===== src/rtl/bcs_map.svh =====
// Constants of the boot chip-select external bus unit.
`ifndef BCS_MAP_SVH
`define BCS_MAP_SVH
`define BCS_NUM_CS 3
`define BCS_BOOT_BASE 16'h0000
`define BCS_BOOT_MASK 16'hffff
`define BCS_BOOT_WAIT 4'hf
`define BCS_STRAP_DELAY 2'h2
`define BCS_CS_BOOT 2'h0
`define BCS_CS_ONE 2'h1
`define BCS_CS_TWO 2'h2
`define BCS_BS_NONE 2'h3
`define BCS_BS_BOTH 2'h0
`define BCS_BS_UPPER 2'h1
`define BCS_BS_LOWER 2'h2
`endif


===== src/rtl/bcs_pkg.sv =====
// Types of the boot chip-select external bus unit.
package bcs_pkg;
   typedef enum logic [1:0] {BCS_SZ_BYTE, BCS_SZ_HALF, BCS_SZ_WORD} bcs_size_t;
   typedef enum logic [1:0] {BCS_ST_IDLE, BCS_ST_ADDR, BCS_ST_DATA, BCS_ST_END} bcs_state_t;
endpackage


===== src/rtl/bcs_ext_bus.sv =====
// External bus unit with boot chip select, transfer sequencing and byte selects.
//
// Notes on behaviour
// RULE_01: After reset chip select zero is the boot select, decoding external memory from zero.
// RULE_02: Boot select is asynchronous, no bursts, fifteen wait states every transfer.
// RULE_03: Port-size strap sampled at reset: low 8-bit port, high 16-bit port.
// RULE_04: Auto-ack strap low waits for external acknowledge; high acknowledges after wait states.
// RULE_05: Boot state holds until valid bit set; selects one and two stay off before.
// RULE_06: Once set, the boot select valid bit clears only by reset.
// RULE_07: Asynchronous transfer takes three cycles at least, two with fast termination.
// RULE_08: Wide access on 16-bit port is two back-to-back halves, direction held throughout.
// RULE_09: Byte on 16-bit port: even address uses upper select and lane, odd lower.
// RULE_10: Halfword on 16-bit port asserts both active-low byte selects.
// RULE_11: Transfer lasts base cycles plus wait states: byte 4 clocks at 1, 18 at 15.
// RULE_12: 32-bit write to 16-bit port with one wait state takes eight clocks.
// RULE_13: Chip select is negated between separate accesses while the bus idles.
// RULE_14: Boot memory must hold a branch to the reset handler at address zero.
// RULE_15: Wait count is four bits, inserted between strobe assertion and termination.
// RULE_16: Bytes are big-endian: most significant byte at the lowest address.
`timescale 1ns/1ps
`include "bcs_map.svh"

module bcs_ext_bus
   import bcs_pkg::*;
(
   input wire logic clk_sys, // System clock, 40 MHz.
   input wire logic sys_rst, // Asynchronous reset, active high.
   input wire logic req_valid, // Access request.
   output logic req_ready, // Request taken when high with req_valid.
   input wire logic [31:0] req_addr, // Byte address of the access.
   input wire logic req_write, // High for a write.
   input wire bcs_size_t req_size, // Byte, halfword or word.
   input wire logic [31:0] req_wdata, // Write data, right aligned.
   output logic rsp_valid, // One-cycle end of access.
   output logic rsp_error, // No chip select decoded the address.
   output logic [31:0] rsp_rdata, // Read data, right aligned.
   input wire logic select0_mask_wr, // Software write strobe to the select zero mask register.
   input wire logic select0_mask_wr_valid, // Valid bit carried by that write.
   output logic select0_valid, // Valid bit of select zero.
   input wire logic [47:0] cs_base_hi, // Base address bits 31..16, 16 bits per select.
   input wire logic [47:0] cs_mask_hi, // Address mask bits 31..16, 16 bits per select.
   input wire logic [11:0] cs_wait, // Wait states, 4 bits per select.
   input wire logic [2:0] cs_port16, // Port is 16 bits wide, per select.
   input wire logic [2:0] cs_auto_ack, // Internal acknowledge, per select.
   input wire logic [2:0] cs_fast, // Fast termination, per select.
   input wire logic [1:0] cs12_valid, // Valid bits of selects one and two.
   input wire logic reset_port_size_pin, // Port-size strap pin.
   input wire logic reset_auto_ack_pin, // Auto-acknowledge strap pin.
   input wire logic transfer_acknowledge_n, // External acknowledge, active low.
   input wire logic [15:0] ext_data_in, // Data pins, input side.
   output logic [15:0] ext_data_out, // Data pins, output side.
   output logic ext_data_oe, // Data pins driven when high.
   output logic [31:0] ext_addr, // Address pins.
   output logic boot_chip_select_n, // Chip select zero, active low.
   output logic chip_select_one_n, // Chip select one, active low.
   output logic chip_select_two_n, // Chip select two, active low.
   output logic [1:0] byte_selects_n, // Byte selects, bit 1 is upper_byte_select, active low.
   output logic ext_rd_wr, // High for read, low for write.
   output logic ext_oe_n // Output enable to memory, active low.
);

   logic [1:0] psz_sync_reg, aack_sync_reg, ta_sync_reg;
   logic [15:0] din_s1_reg, din_s2_reg;
   logic [1:0] strap_cnt_reg, strap_cnt_next;
   logic strap_done_reg, strap_done_next, strap_p16_reg, strap_p16_next, strap_aa_reg, strap_aa_next;
   logic valid0_reg, valid0_next;
   bcs_state_t state_reg, state_next;
   logic [3:0] cnt_reg, cnt_next, ws_reg, ws_next;
   logic [1:0] beat_reg, beat_next, last_reg, last_next, sel_reg, sel_next;
   logic p16_reg, p16_next, aa_reg, aa_next, fast_reg, fast_next, wr_reg, wr_next;
   bcs_size_t size_reg, size_next;
   logic [31:0] addr_reg, addr_next, wd_reg, wd_next, acc_reg, acc_next, xaddr_reg, xaddr_next;
   logic [31:0] rdata_reg, rdata_next;
   logic [15:0] dout_reg, dout_next;
   logic rspv_reg, rspv_next, rspe_reg, rspe_next;
   logic [2:0] hit, eff_p16, eff_aa, eff_fast, cs_en;
   logic [3:0] eff_ws [3];

   // Pins are not timed to clk_sys, so each passes two flip-flops first.
   always_ff @(posedge clk_sys or posedge sys_rst)
   begin
      if (sys_rst)
      begin
         psz_sync_reg <= 2'h0;
         aack_sync_reg <= 2'h0;
         ta_sync_reg <= 2'h3;
         din_s1_reg <= 16'h0000;
         din_s2_reg <= 16'h0000;
      end
      else
      begin
         psz_sync_reg <= {psz_sync_reg[0], reset_port_size_pin};
         aack_sync_reg <= {aack_sync_reg[0], reset_auto_ack_pin};
         ta_sync_reg <= {ta_sync_reg[0], transfer_acknowledge_n};
         din_s1_reg <= ext_data_in;
         din_s2_reg <= din_s1_reg;
      end
   end

   // Straps are caught after release, once the synchronisers hold the pin level.
   always_comb
   begin
      strap_cnt_next = strap_cnt_reg;
      strap_done_next = strap_done_reg;
      strap_p16_next = strap_p16_reg;
      strap_aa_next = strap_aa_reg;
      valid0_next = valid0_reg | (select0_mask_wr & select0_mask_wr_valid); // see RULE_06
      if (!strap_done_reg)
      begin
         if (strap_cnt_reg == `BCS_STRAP_DELAY)
         begin
            strap_done_next = 1'b1;
            strap_p16_next = psz_sync_reg[1]; // see RULE_03
            strap_aa_next = aack_sync_reg[1]; // see RULE_04
         end
         else
         begin
            strap_cnt_next = strap_cnt_reg + 2'h1;
         end
      end
   end

   always_ff @(posedge clk_sys or posedge sys_rst)
   begin
      if (sys_rst)
      begin
         strap_cnt_reg <= 2'h0;
         strap_done_reg <= 1'b0;
         strap_p16_reg <= 1'b0;
         strap_aa_reg <= 1'b0;
         valid0_reg <= 1'b0;
      end
      else
      begin
         strap_cnt_reg <= strap_cnt_next;
         strap_done_reg <= strap_done_next;
         strap_p16_reg <= strap_p16_next;
         strap_aa_reg <= strap_aa_next;
         valid0_reg <= valid0_next;
      end
   end

   assign cs_en = {cs12_valid, 1'b1};

   for (genvar g = 0; g < `BCS_NUM_CS; g++)
   begin : g_cs
      logic boot;
      logic [15:0] base, mask;
      assign boot = (g == 0) && !valid0_reg; // see RULE_05
      assign base = boot ? `BCS_BOOT_BASE : cs_base_hi[g*16 +: 16]; // see RULE_01
      assign mask = boot ? `BCS_BOOT_MASK : cs_mask_hi[g*16 +: 16];
      assign hit[g] = (boot || (valid0_reg && cs_en[g])) && (((req_addr[31:16] ^ base) & ~mask) == 16'h0000); // see RULE_05
      assign eff_ws[g] = boot ? `BCS_BOOT_WAIT : cs_wait[g*4 +: 4]; // see RULE_02
      assign eff_p16[g] = boot ? strap_p16_reg : cs_port16[g]; // see RULE_03
      assign eff_aa[g] = boot ? strap_aa_reg : cs_auto_ack[g]; // see RULE_04
      assign eff_fast[g] = boot ? 1'b0 : cs_fast[g]; // see RULE_02
   end

   // Sixteen pin bits of one beat; the most significant byte leaves first.
   function automatic logic [15:0] beat_data(input logic [31:0] wd, input logic [1:0] off, input logic wide);
      logic [31:0] sh;
      sh = wd << {off, 3'b000}; // see RULE_16
      beat_data = wide ? sh[31:16] : {sh[31:24], sh[31:24]};
   endfunction

   always_comb
   begin
      logic [1:0] s;
      logic [1:0] off;
      logic [7:0] lane;
      logic [31:0] a;
      s = `BCS_CS_BOOT;
      off = 2'h0;
      lane = 8'h00;
      a = 32'h0;
      state_next = state_reg;
      cnt_next = cnt_reg;
      ws_next = ws_reg;
      beat_next = beat_reg;
      last_next = last_reg;
      sel_next = sel_reg;
      p16_next = p16_reg;
      aa_next = aa_reg;
      fast_next = fast_reg;
      wr_next = wr_reg;
      size_next = size_reg;
      addr_next = addr_reg;
      wd_next = wd_reg;
      acc_next = acc_reg;
      xaddr_next = xaddr_reg;
      dout_next = dout_reg;
      rdata_next = rdata_reg;
      rspv_next = 1'b0;
      rspe_next = 1'b0;
      case (state_reg)
         BCS_ST_IDLE:
         begin
            if (req_valid && strap_done_reg)
            begin
               if (hit != 3'h0)
               begin
                  s = hit[0] ? `BCS_CS_BOOT : (hit[1] ? `BCS_CS_ONE : `BCS_CS_TWO);
                  sel_next = s;
                  ws_next = eff_ws[s];
                  cnt_next = eff_ws[s]; // see RULE_15
                  p16_next = eff_p16[s];
                  aa_next = eff_aa[s];
                  fast_next = eff_fast[s];
                  wr_next = req_write;
                  size_next = req_size;
                  addr_next = req_addr;
                  xaddr_next = req_addr;
                  beat_next = 2'h0;
                  acc_next = 32'h0;
                  case (req_size)
                     BCS_SZ_BYTE: wd_next = {req_wdata[7:0], 24'h000000};
                     BCS_SZ_HALF: wd_next = {req_wdata[15:0], 16'h0000};
                     default: wd_next = req_wdata;
                  endcase
                  case (req_size)
                     BCS_SZ_BYTE: last_next = 2'h0;
                     BCS_SZ_HALF: last_next = eff_p16[s] ? 2'h0 : 2'h1;
                     default: last_next = eff_p16[s] ? 2'h1 : 2'h3; // see RULE_08
                  endcase
                  dout_next = beat_data(wd_next, 2'h0, eff_p16[s] && (req_size != BCS_SZ_BYTE));
                  state_next = eff_fast[s] ? BCS_ST_DATA : BCS_ST_ADDR; // see RULE_07
               end
               else
               begin
                  rspv_next = 1'b1;
                  rspe_next = 1'b1;
                  rdata_next = 32'h0;
               end
            end
         end
         BCS_ST_ADDR:
         begin
            state_next = BCS_ST_DATA;
         end
         BCS_ST_DATA:
         begin
            if (cnt_reg != 4'h0)
            begin
               cnt_next = cnt_reg - 4'h1; // see RULE_11
            end
            else if (aa_reg || !ta_sync_reg[1])
            begin
               state_next = BCS_ST_END; // see RULE_04
            end
         end
         BCS_ST_END:
         begin
            if (p16_reg && (size_reg != BCS_SZ_BYTE))
            begin
               acc_next = {acc_reg[15:0], din_s2_reg};
            end
            else
            begin
               lane = (p16_reg && addr_reg[0]) ? din_s2_reg[7:0] : din_s2_reg[15:8]; // see RULE_09
               acc_next = {acc_reg[23:0], lane};
            end
            if (beat_reg == last_reg)
            begin
               state_next = BCS_ST_IDLE; // see RULE_13
               rspv_next = 1'b1;
               case (size_reg)
                  BCS_SZ_BYTE: rdata_next = {24'h000000, acc_next[7:0]};
                  BCS_SZ_HALF: rdata_next = {16'h0000, acc_next[15:0]};
                  default: rdata_next = acc_next;
               endcase
               if (wr_reg)
               begin
                  rdata_next = 32'h0;
               end
            end
            else
            begin
               // The next beat starts at once with the select held, so no idle gap appears.
               beat_next = beat_reg + 2'h1; // see RULE_08
               off = p16_reg ? {beat_next[0], 1'b0} : beat_next;
               a = addr_reg + {30'h0, off};
               xaddr_next = a;
               dout_next = beat_data(wd_reg, off, p16_reg);
               cnt_next = ws_reg;
               state_next = fast_reg ? BCS_ST_DATA : BCS_ST_ADDR; // see RULE_12
            end
         end
         default:
         begin
            state_next = BCS_ST_IDLE;
         end
      endcase
   end

   always_ff @(posedge clk_sys or posedge sys_rst)
   begin
      if (sys_rst)
      begin
         state_reg <= BCS_ST_IDLE;
         cnt_reg <= 4'h0;
         ws_reg <= 4'h0;
         beat_reg <= 2'h0;
         last_reg <= 2'h0;
         sel_reg <= `BCS_CS_BOOT;
         p16_reg <= 1'b0;
         aa_reg <= 1'b0;
         fast_reg <= 1'b0;
         wr_reg <= 1'b0;
         size_reg <= BCS_SZ_BYTE;
         addr_reg <= 32'h0;
         wd_reg <= 32'h0;
         acc_reg <= 32'h0;
         xaddr_reg <= 32'h0;
         dout_reg <= 16'h0000;
         rdata_reg <= 32'h0;
         rspv_reg <= 1'b0;
         rspe_reg <= 1'b0;
      end
      else
      begin
         state_reg <= state_next;
         cnt_reg <= cnt_next;
         ws_reg <= ws_next;
         beat_reg <= beat_next;
         last_reg <= last_next;
         sel_reg <= sel_next;
         p16_reg <= p16_next;
         aa_reg <= aa_next;
         fast_reg <= fast_next;
         wr_reg <= wr_next;
         size_reg <= size_next;
         addr_reg <= addr_next;
         wd_reg <= wd_next;
         acc_reg <= acc_next;
         xaddr_reg <= xaddr_next;
         dout_reg <= dout_next;
         rdata_reg <= rdata_next;
         rspv_reg <= rspv_next;
         rspe_reg <= rspe_next;
      end
   end

   logic busy, strobe;
   assign busy = (state_reg != BCS_ST_IDLE);
   assign strobe = (state_reg == BCS_ST_DATA) || (state_reg == BCS_ST_END);

   assign req_ready = !busy && strap_done_reg;
   assign rsp_valid = rspv_reg;
   assign rsp_error = rspe_reg;
   assign rsp_rdata = rdata_reg;
   assign select0_valid = valid0_reg;
   assign ext_addr = xaddr_reg;
   assign ext_data_out = dout_reg;
   assign ext_data_oe = busy && wr_reg;
   assign boot_chip_select_n = !(busy && (sel_reg == `BCS_CS_BOOT)); // see RULE_13
   assign chip_select_one_n = !(busy && (sel_reg == `BCS_CS_ONE));
   assign chip_select_two_n = !(busy && (sel_reg == `BCS_CS_TWO));
   assign ext_rd_wr = !(busy && wr_reg); // see RULE_08
   assign ext_oe_n = !(strobe && !wr_reg);
   always_comb
   begin
      if (!strobe)
      begin
         byte_selects_n = `BCS_BS_NONE;
      end
      else if (p16_reg && (size_reg != BCS_SZ_BYTE))
      begin
         byte_selects_n = `BCS_BS_BOTH; // see RULE_10
      end
      else if (p16_reg && addr_reg[0])
      begin
         byte_selects_n = `BCS_BS_LOWER; // see RULE_09
      end
      else
      begin
         byte_selects_n = `BCS_BS_UPPER; // see RULE_09
      end
   end

endmodule


===== config.mk =====
export PLATFORM = sky130hd
export DESIGN_NAME = bcs_ext_bus
export DESIGN_NICKNAME = d
export VERILOG_FILES = /design/src/rtl/bcs_pkg.sv /design/src/rtl/bcs_ext_bus.sv
export VERILOG_INCLUDE_DIRS = /design/src /design/src/rtl
export SDC_FILE = /design/constraint.sdc
export NUM_CORES = 1
export LEC_CHECK = 0
export BUFFER_PORTS_ARGS = -buffer_cell sky130_fd_sc_hd__buf_4
export CAP_MARGIN = 10
export CORE_MARGIN = 5
export CORE_UTILIZATION = 49
export DETAILED_ROUTE_END_ITERATION = 10
export PLACE_DENSITY = 0.87
export SLEW_MARGIN = 5
export SYNTH_ARGS = -nofsm -noshare
export SYNTH_HDL_FRONTEND = slang
export SYNTH_SLANG_ARGS = --single-unit

===== constraint.sdc =====
create_clock -name clk_sys -period 7.3 [get_ports clk_sys]
set_clock_uncertainty 0.1 [all_clocks]
set_input_delay 0.365 -clock clk_sys [delete_from_list [all_inputs] [get_ports clk_sys]]
set_output_delay 0.365 -clock clk_sys [all_outputs]
set_load 0.03 [all_outputs]

==> results of run 1 <==
cell type report:
cell class / count / share of cell area [%]
Antenna cell: 1 / 0.0159
Clock buffer: 34 / 4.37
Clock inverter: 8 / 0.635
Inverter: 22 / 0.571
Multi-Input combinational cell: 977 / 36.4
Sequential cell: 236 / 37.5
Tap cell: 324 / 2.57
Timing Repair Buffer: 361 / 18.0
cells by family after synthesis:
kind of cell / share of synthesized area, %
compound gates: 12.4
flops: 48.9
xor+xnor: 5.95
mux: 8.77
buf+inv: 3.82
simple gates: 19.0
fa+ha+maj: 1.10
critical path, stage by stage, from the launching register on:
cell	delay, ps
dfrtp_1	820
nor2_1	160
xnor2_2	700
fa_1	360
nand4_1	190
nor3_2	440
nand3_1	280
or3_1	480
nor2_1	170
xor2_1	170
nor2_1	60
o31ai_1	280
power breakdown:
| part | internal (mW) | total (mW) | switching [mW] |
|---|---|---|---|
| logic | 1.01 | 2.61 | 1.59 |
| clock network | 0.729 | 1.24 | 0.507 |
| registers | 1.71 | 2.07 | 0.361 |
| total | 3.45 | 5.92 | 2.46 |
metrics by stage:
| stage | std cells | instance area (um^2) | utilization [%] | hold WS (ps) | power (mW) |
|---|---|---|---|---|---|
| CTS | 1962 | 15800 | 64.8 | 4.60 | 5.90 |
| detailed placement | 1870 | 14500 | 59.5 | 236 | 4.63 |
| finish | 1963 | 15800 | 64.9 | 23.4 | 5.92 |
| global placement | 1870 | 14500 | 59.5 | 232 | 4.53 |
| global route | 1963 | 15800 | 64.9 | 21.0 | 6.28 |
| floorplan | 1319 | 12100 | - | 231 | 3.80 |
what timing repair did:
action	in CTS	in global routing
hold buffers	50	0
hold endpoints to repair	140	0
resized for setup	0	0
path summary, 6_finish.rpt:
kind,from,end,cells after the start
max,p16_reg,ext_addr[28],11
min,req_wdata[0],wd_reg[0],3
max reg2reg,p16_reg,ext_addr[28],11
min reg2reg,din_s1_reg[4],din_s2_reg[4],0
max in group asynchronous,sys_rst,ext_addr[6],4
min in group asynchronous,sys_rst,rsp_rdata[22],3
synthesized netlist by cell type, types with 5 or more instances:
cell type / number / share of area (%)
buf_2: 15 / 0.62
or2_2: 7 / 0.36
xor2_1: 14 / 1.0
buf_1: 5 / 0.16
a21oi_1: 69 / 2.9
a21o_1: 6 / 0.37
clkbuf_2: 6 / 0.25
o22ai_1: 23 / 1.2
ha_1: 9 / 0.93
nor2_1: 110 / 3.4
nand3_1: 37 / 1.5
o21ai_0: 92 / 3.8
a22oi_1: 15 / 0.93
nand2_1: 338 / 11
dfrtp_1: 234 / 48
nor3_1: 7 / 0.29
nor2b_1: 11 / 0.57
clkbuf_1: 51 / 1.6
o21ai_1: 7 / 0.29
mux2_1: 10 / 0.93
inv_1: 21 / 0.65
xnor2_1: 68 / 4.9
mux2i_1: 32 / 2.7
mux2_2: 37 / 3.4
o311ai_0: 6 / 0.44
nand4_1: 7 / 0.36
per-layer routing:
metal	vias to the layer above	wire length (um)	GRT usage, %
met1	5256	14600	33.6
met4	0	1420	10.1
met2	560	18500	43.9
met5	-	0	0
li1	5048	-	-
met3	96	2800	3.98
==> metrics, run 1 <==
layout cell share with drive strength beyond 1=25.6%; clock sink count=between 200 and 250; Async S/R FF share, synth=100%; initial antenna violation count=1; CTS Root Buffer Type=clkbuf_16; via count=approximately 11000; DP HPWL=25.7 mm; total setup buffers inserted after CTS=0; Fin. Hold Viols=0; post-route clock period utilization=59.3%; Sequential Area=5910 um^2; vias in the first global route=about 11000; Reg clk slew, reported paths=approximately 60 ps; Hold Crit Class=input pin to flop; pwr dens=roughly 380 nW/um^2; Initial Utilization=49.7%; Reg2Reg Setup Slack=2970 ps; synth unique cells=65; Vias/cell=5.58; Cells after Synth=1319; mapped cell area=between 10000 and 15000 um^2; Worst slew margin=a little over 30%; final layout net count=~1800; Final GP Congestion=roughly 0.94; Fill cells=1849; drt drc=0; # IOs=about 300; Site Rows=57; worst path arrival time=~4700 ps; Startpoint Class=flop; Crit Path Max Fanout=23; number of synthesized register bits=about 240; Final Max Slew Viols=0; Total GRT Usage=about a quarter; PortBufs=~300; Leakage=between 7 and 8 nW; f_max=roughly 0.23 GHz; Clock Path Buffers=3; Post-synth EDFFs=0; Core ar.=~24000 um^2; htree depth=1; multi-input logic area=~5700 um^2; Synth Net Count=1539; maximum VDD drop=0.237 mV; final setup vio count=0; most common cell after layout, fill and taps aside=nand2_1; DR iter-0 viols=1007; RSZ-0062 raised after global routing=no; setup ws final=between 2000 and 3000 ps; CTS tree=done; area grow syn2layout=30.6%; die outline area=27900 um^2; most frequent cells in the layout=nand2_1, buf_4, dfrtp_1; Max Cap Viol=0; Data required, critical path=~7600 ps; clock latency on the worst-skew pair=approximately 520 ps; routed length per instance=between 15 and 20 um; Crit. End Element=flop; Total Routed Length=37.3 mm; grt total ovfl=0; Yosys warning count=0; DR pass1 iterations=5; post-layout min period=4330 ps; status=completed; DP Worst Slack=around 3000 ps; CTS buffer count=25; die height=around 170 um; Setup CP Type=flop to flop; Worst-Margin Slew=between 1000 and 1500 ps; pin count of the biggest net entering global routing=a little under 100; Post-DRT Antenna Nets=0; Mean Syn Cell Area=slightly above 9 um^2; DIE WIDTH=roughly 170 um; Main synth FF type=dfrtp_1; first-pass GRT wire length=around 59 mm; setup_tns=0 ps; sequential share of the synthesized area=48.9%
Power figures use the tool's default switching activity.
==> run 2: changes to the inputs <==
Clock period 7.3 ns to 3.9 ns, I/O delays scaled along.
==> run 2 against run 1 <==
Clock power up 110%. Routed wire length up 3.9%. Clock-buffer cell count down 2. Non-clock buffer count up 49. Die area unchanged. Combinational power up 93%. Sequential share of layout area down 1.4 points. Worst hold slack better by 24 ps. Cell area up 3.8%. Largest power group unchanged. Sequential power up 85%.
==> metrics, run 2 (synthesis results as in run 1) <==
Reg clk slew, reported paths=60 ps (about the same); Data required, critical path=4200 ps (-3420 ps); Fin. Hold Viols=0 (unchanged); Setup CP Type=flop to flop; Max Cap Viol=0 (unchanged); drt drc=0 (unchanged); Initial Utilization=49.7% (unchanged); Startpoint Class=flop; setup_tns=0 ps (unchanged); Final Max Slew Viols=0 (unchanged); maximum VDD drop=0.461 mV (+95%); post-placement cell area=14600 um^2 (+0.54%); Total Routed Length=38.8 mm (+3.9%); clock sink count=236 (unchanged); pwr dens=698 nW/um^2 (+86%); most common cell after layout, fill and taps aside=nand2_1; via count=11300 (+2.9%); CTS Root Buffer Type=clkbuf_16; Crit Path Max Fanout=6 (-74%); Clock Path Buffers=3 (unchanged); total setup buffers inserted after CTS=0 (unchanged); initial antenna violation count=0 (-1); most frequent cells in the layout=nand2_1, buf_4, dfrtp_1; Leakage=7.75 nW (+3.4%); multi-input logic area=5740 um^2 (unchanged); Site Rows=57 (unchanged); P_sw=4.67 mW (+90%); area grow syn2layout=35.6%; WHS=47.7 ps (+24.3 ps); Hold Path Depth=3 (unchanged); layout cell share with drive strength beyond 1=25.5% (-0.12 points); post-route clock period utilization=88.1% (+29 points); post-layout min period=3440 ps (-895 ps); DR pass1 iterations=5 (unchanged); grt total ovfl=0 (unchanged); Post-DRT Antenna Nets=0 (unchanged); Sequential Area=5910 um^2 (unchanged); htree depth=1 (unchanged); routed length per instance=19.3 um (+1.3%); Critical Path Stages=11 (unchanged); Switching Share=40.9% (-0.76 points); # diodes=0 (-1); Seq pwr share=33.5% (-1.5 points); fin cells=2013 (+2.5%); # IOs=302 (unchanged); die outline area=27900 um^2 (unchanged); final layout net count=1892 (+2.7%); CP most frequent cell=nor2_1; f_max=0.291 GHz (+26%); CTS buffer count=25 (unchanged); clock latency on the worst-skew pair=510 ps (about the same); die height=167 um (unchanged); Final GP Congestion=0.980 (+4.2%); status=completed; worst path arrival time=3740 ps (-910 ps); DP Cell Count=1876 (+0.32%); Total GRT Usage=27.1% (+1.2 points); Hold Crit Class=input pin to flop; vias in the first global route=11500 (+3.8%); clock power share=22.3% (+1.4 points); P_int=6.76 mW (+96%); Vias/cell=5.60 (+0.30%); DP HPWL=25.6 mm (-0.21%); Core ar.=24300 um^2 (unchanged); Fill cells=1765 (-4.5%); cell area after layout=16400 um^2 (+3.8%); pin count of the biggest net entering global routing=130 (+34%); cell breakdown of the critical path=nor2_1 > ha_1 > fa_1 > nand4_1 > nor3_2 > nand3_1 > or3_1 > nor2_1 > xnor2_1 > nor2_1 > o31ai_1; final setup vio count=0 (unchanged); RSZ-0062 raised after global routing=no; CP peak stage delay=510 ps (-310 ps); DR iter-0 viols=1035 (+2.8%); Comb pwr share=44.2% (about the same); Worst slew margin=39.7% (+9.3 points); PortBufs=301 (unchanged); first-pass GRT wire length=62.1 mm (+4.4%); Crit. End Element=flop; worst-case reg-to-reg path depth=11 (unchanged); Worst Path Buf+Inv=0 (unchanged); CTS tree=done; Slowest cell on crit path=or3_1; Worst-Margin Slew=905 ps (-140 ps); CP top delay family=simple AND/OR/NAND/NOR gates; DIE WIDTH=167 um (unchanged)
[run 2: cell count changes in the layout (fill, tap and decap cells not counted), sizes merged]
cell and change:
dlygate4sd3 +43, inv -2, buf +6, clkinvlp +3, diode -1, bufinv +3
clkbuf -2
[run 2: power by group through the flow]
stage | sequential, mW | clock (mW) | combinational, mW
floorplan | 4.21 | 0 | 2.91
global placement | 3.79 | 0 | 4.75
detailed placement | 3.82 | 0 | 4.89
CTS | 3.80 | 2.58 | 5.02
global route | 3.91 | 2.70 | 5.50
finish | 3.83 | 2.55 | 5.05
[run 2: repair_timing]
action | in CTS | in global routing
hold endpoints to repair | 353 | 0
hold buffers | 93 | 0
gates resized for setup | 0 | 0
[run 2: area by class of cell]
class / count / area share [%]
inverter: 22 / 0.527
clock inverter: 12 / 1.20
multi-input combinational: 977 / 35.1
timing repair buffer: 410 / 20.4
sequential: 236 / 36.1
tap: 324 / 2.48
clock buffer: 32 / 4.22
[run 2: worst paths after layout]
kind	start	to	slack [ps]
min in group asynchronous	sys_rst	ws_reg[2]	330
worst max-delay path	beat_reg[0]	ext_addr[30]	460
max in group asynchronous	sys_rst	wd_reg[9]	2810
worst min-delay path	cs_wait[0]	ws_reg[0]	50
worst min register to register	din_s1_reg[15]	din_s2_reg[15]	240
worst max register to register	beat_reg[0]	ext_addr[30]	460
[run 2: routing by layer]
| metal | GRT usage (%) | vias to the layer above | wire length (um) |
|---|---|---|---|
| li1 | - | 5161 | - |
| met1 | 33.8 | 5445 | 15000 |
| met2 | 47.2 | 553 | 19500 |
| met3 | 4.12 | 114 | 2570 |
| met4 | 11.2 | 0 | 1680 |
| met5 | 0 | - | 0 |
[run 2: tightest hold or removal path, cell delays in order]
cell,delay (ps)
buf_4,80
o22ai_1,110
a31oi_1,220
[run 2: stage by stage]
step                      worst slack (ps)  power [mW]  util (%)
after floorplan                        369        7.12         -
after global placement                 843        8.54      59.9
after detailed placement               641        8.72      59.9
after CTS                              558        11.4      67.3
after global routing                   262        12.1      67.3
final                                  465        11.4      67.3
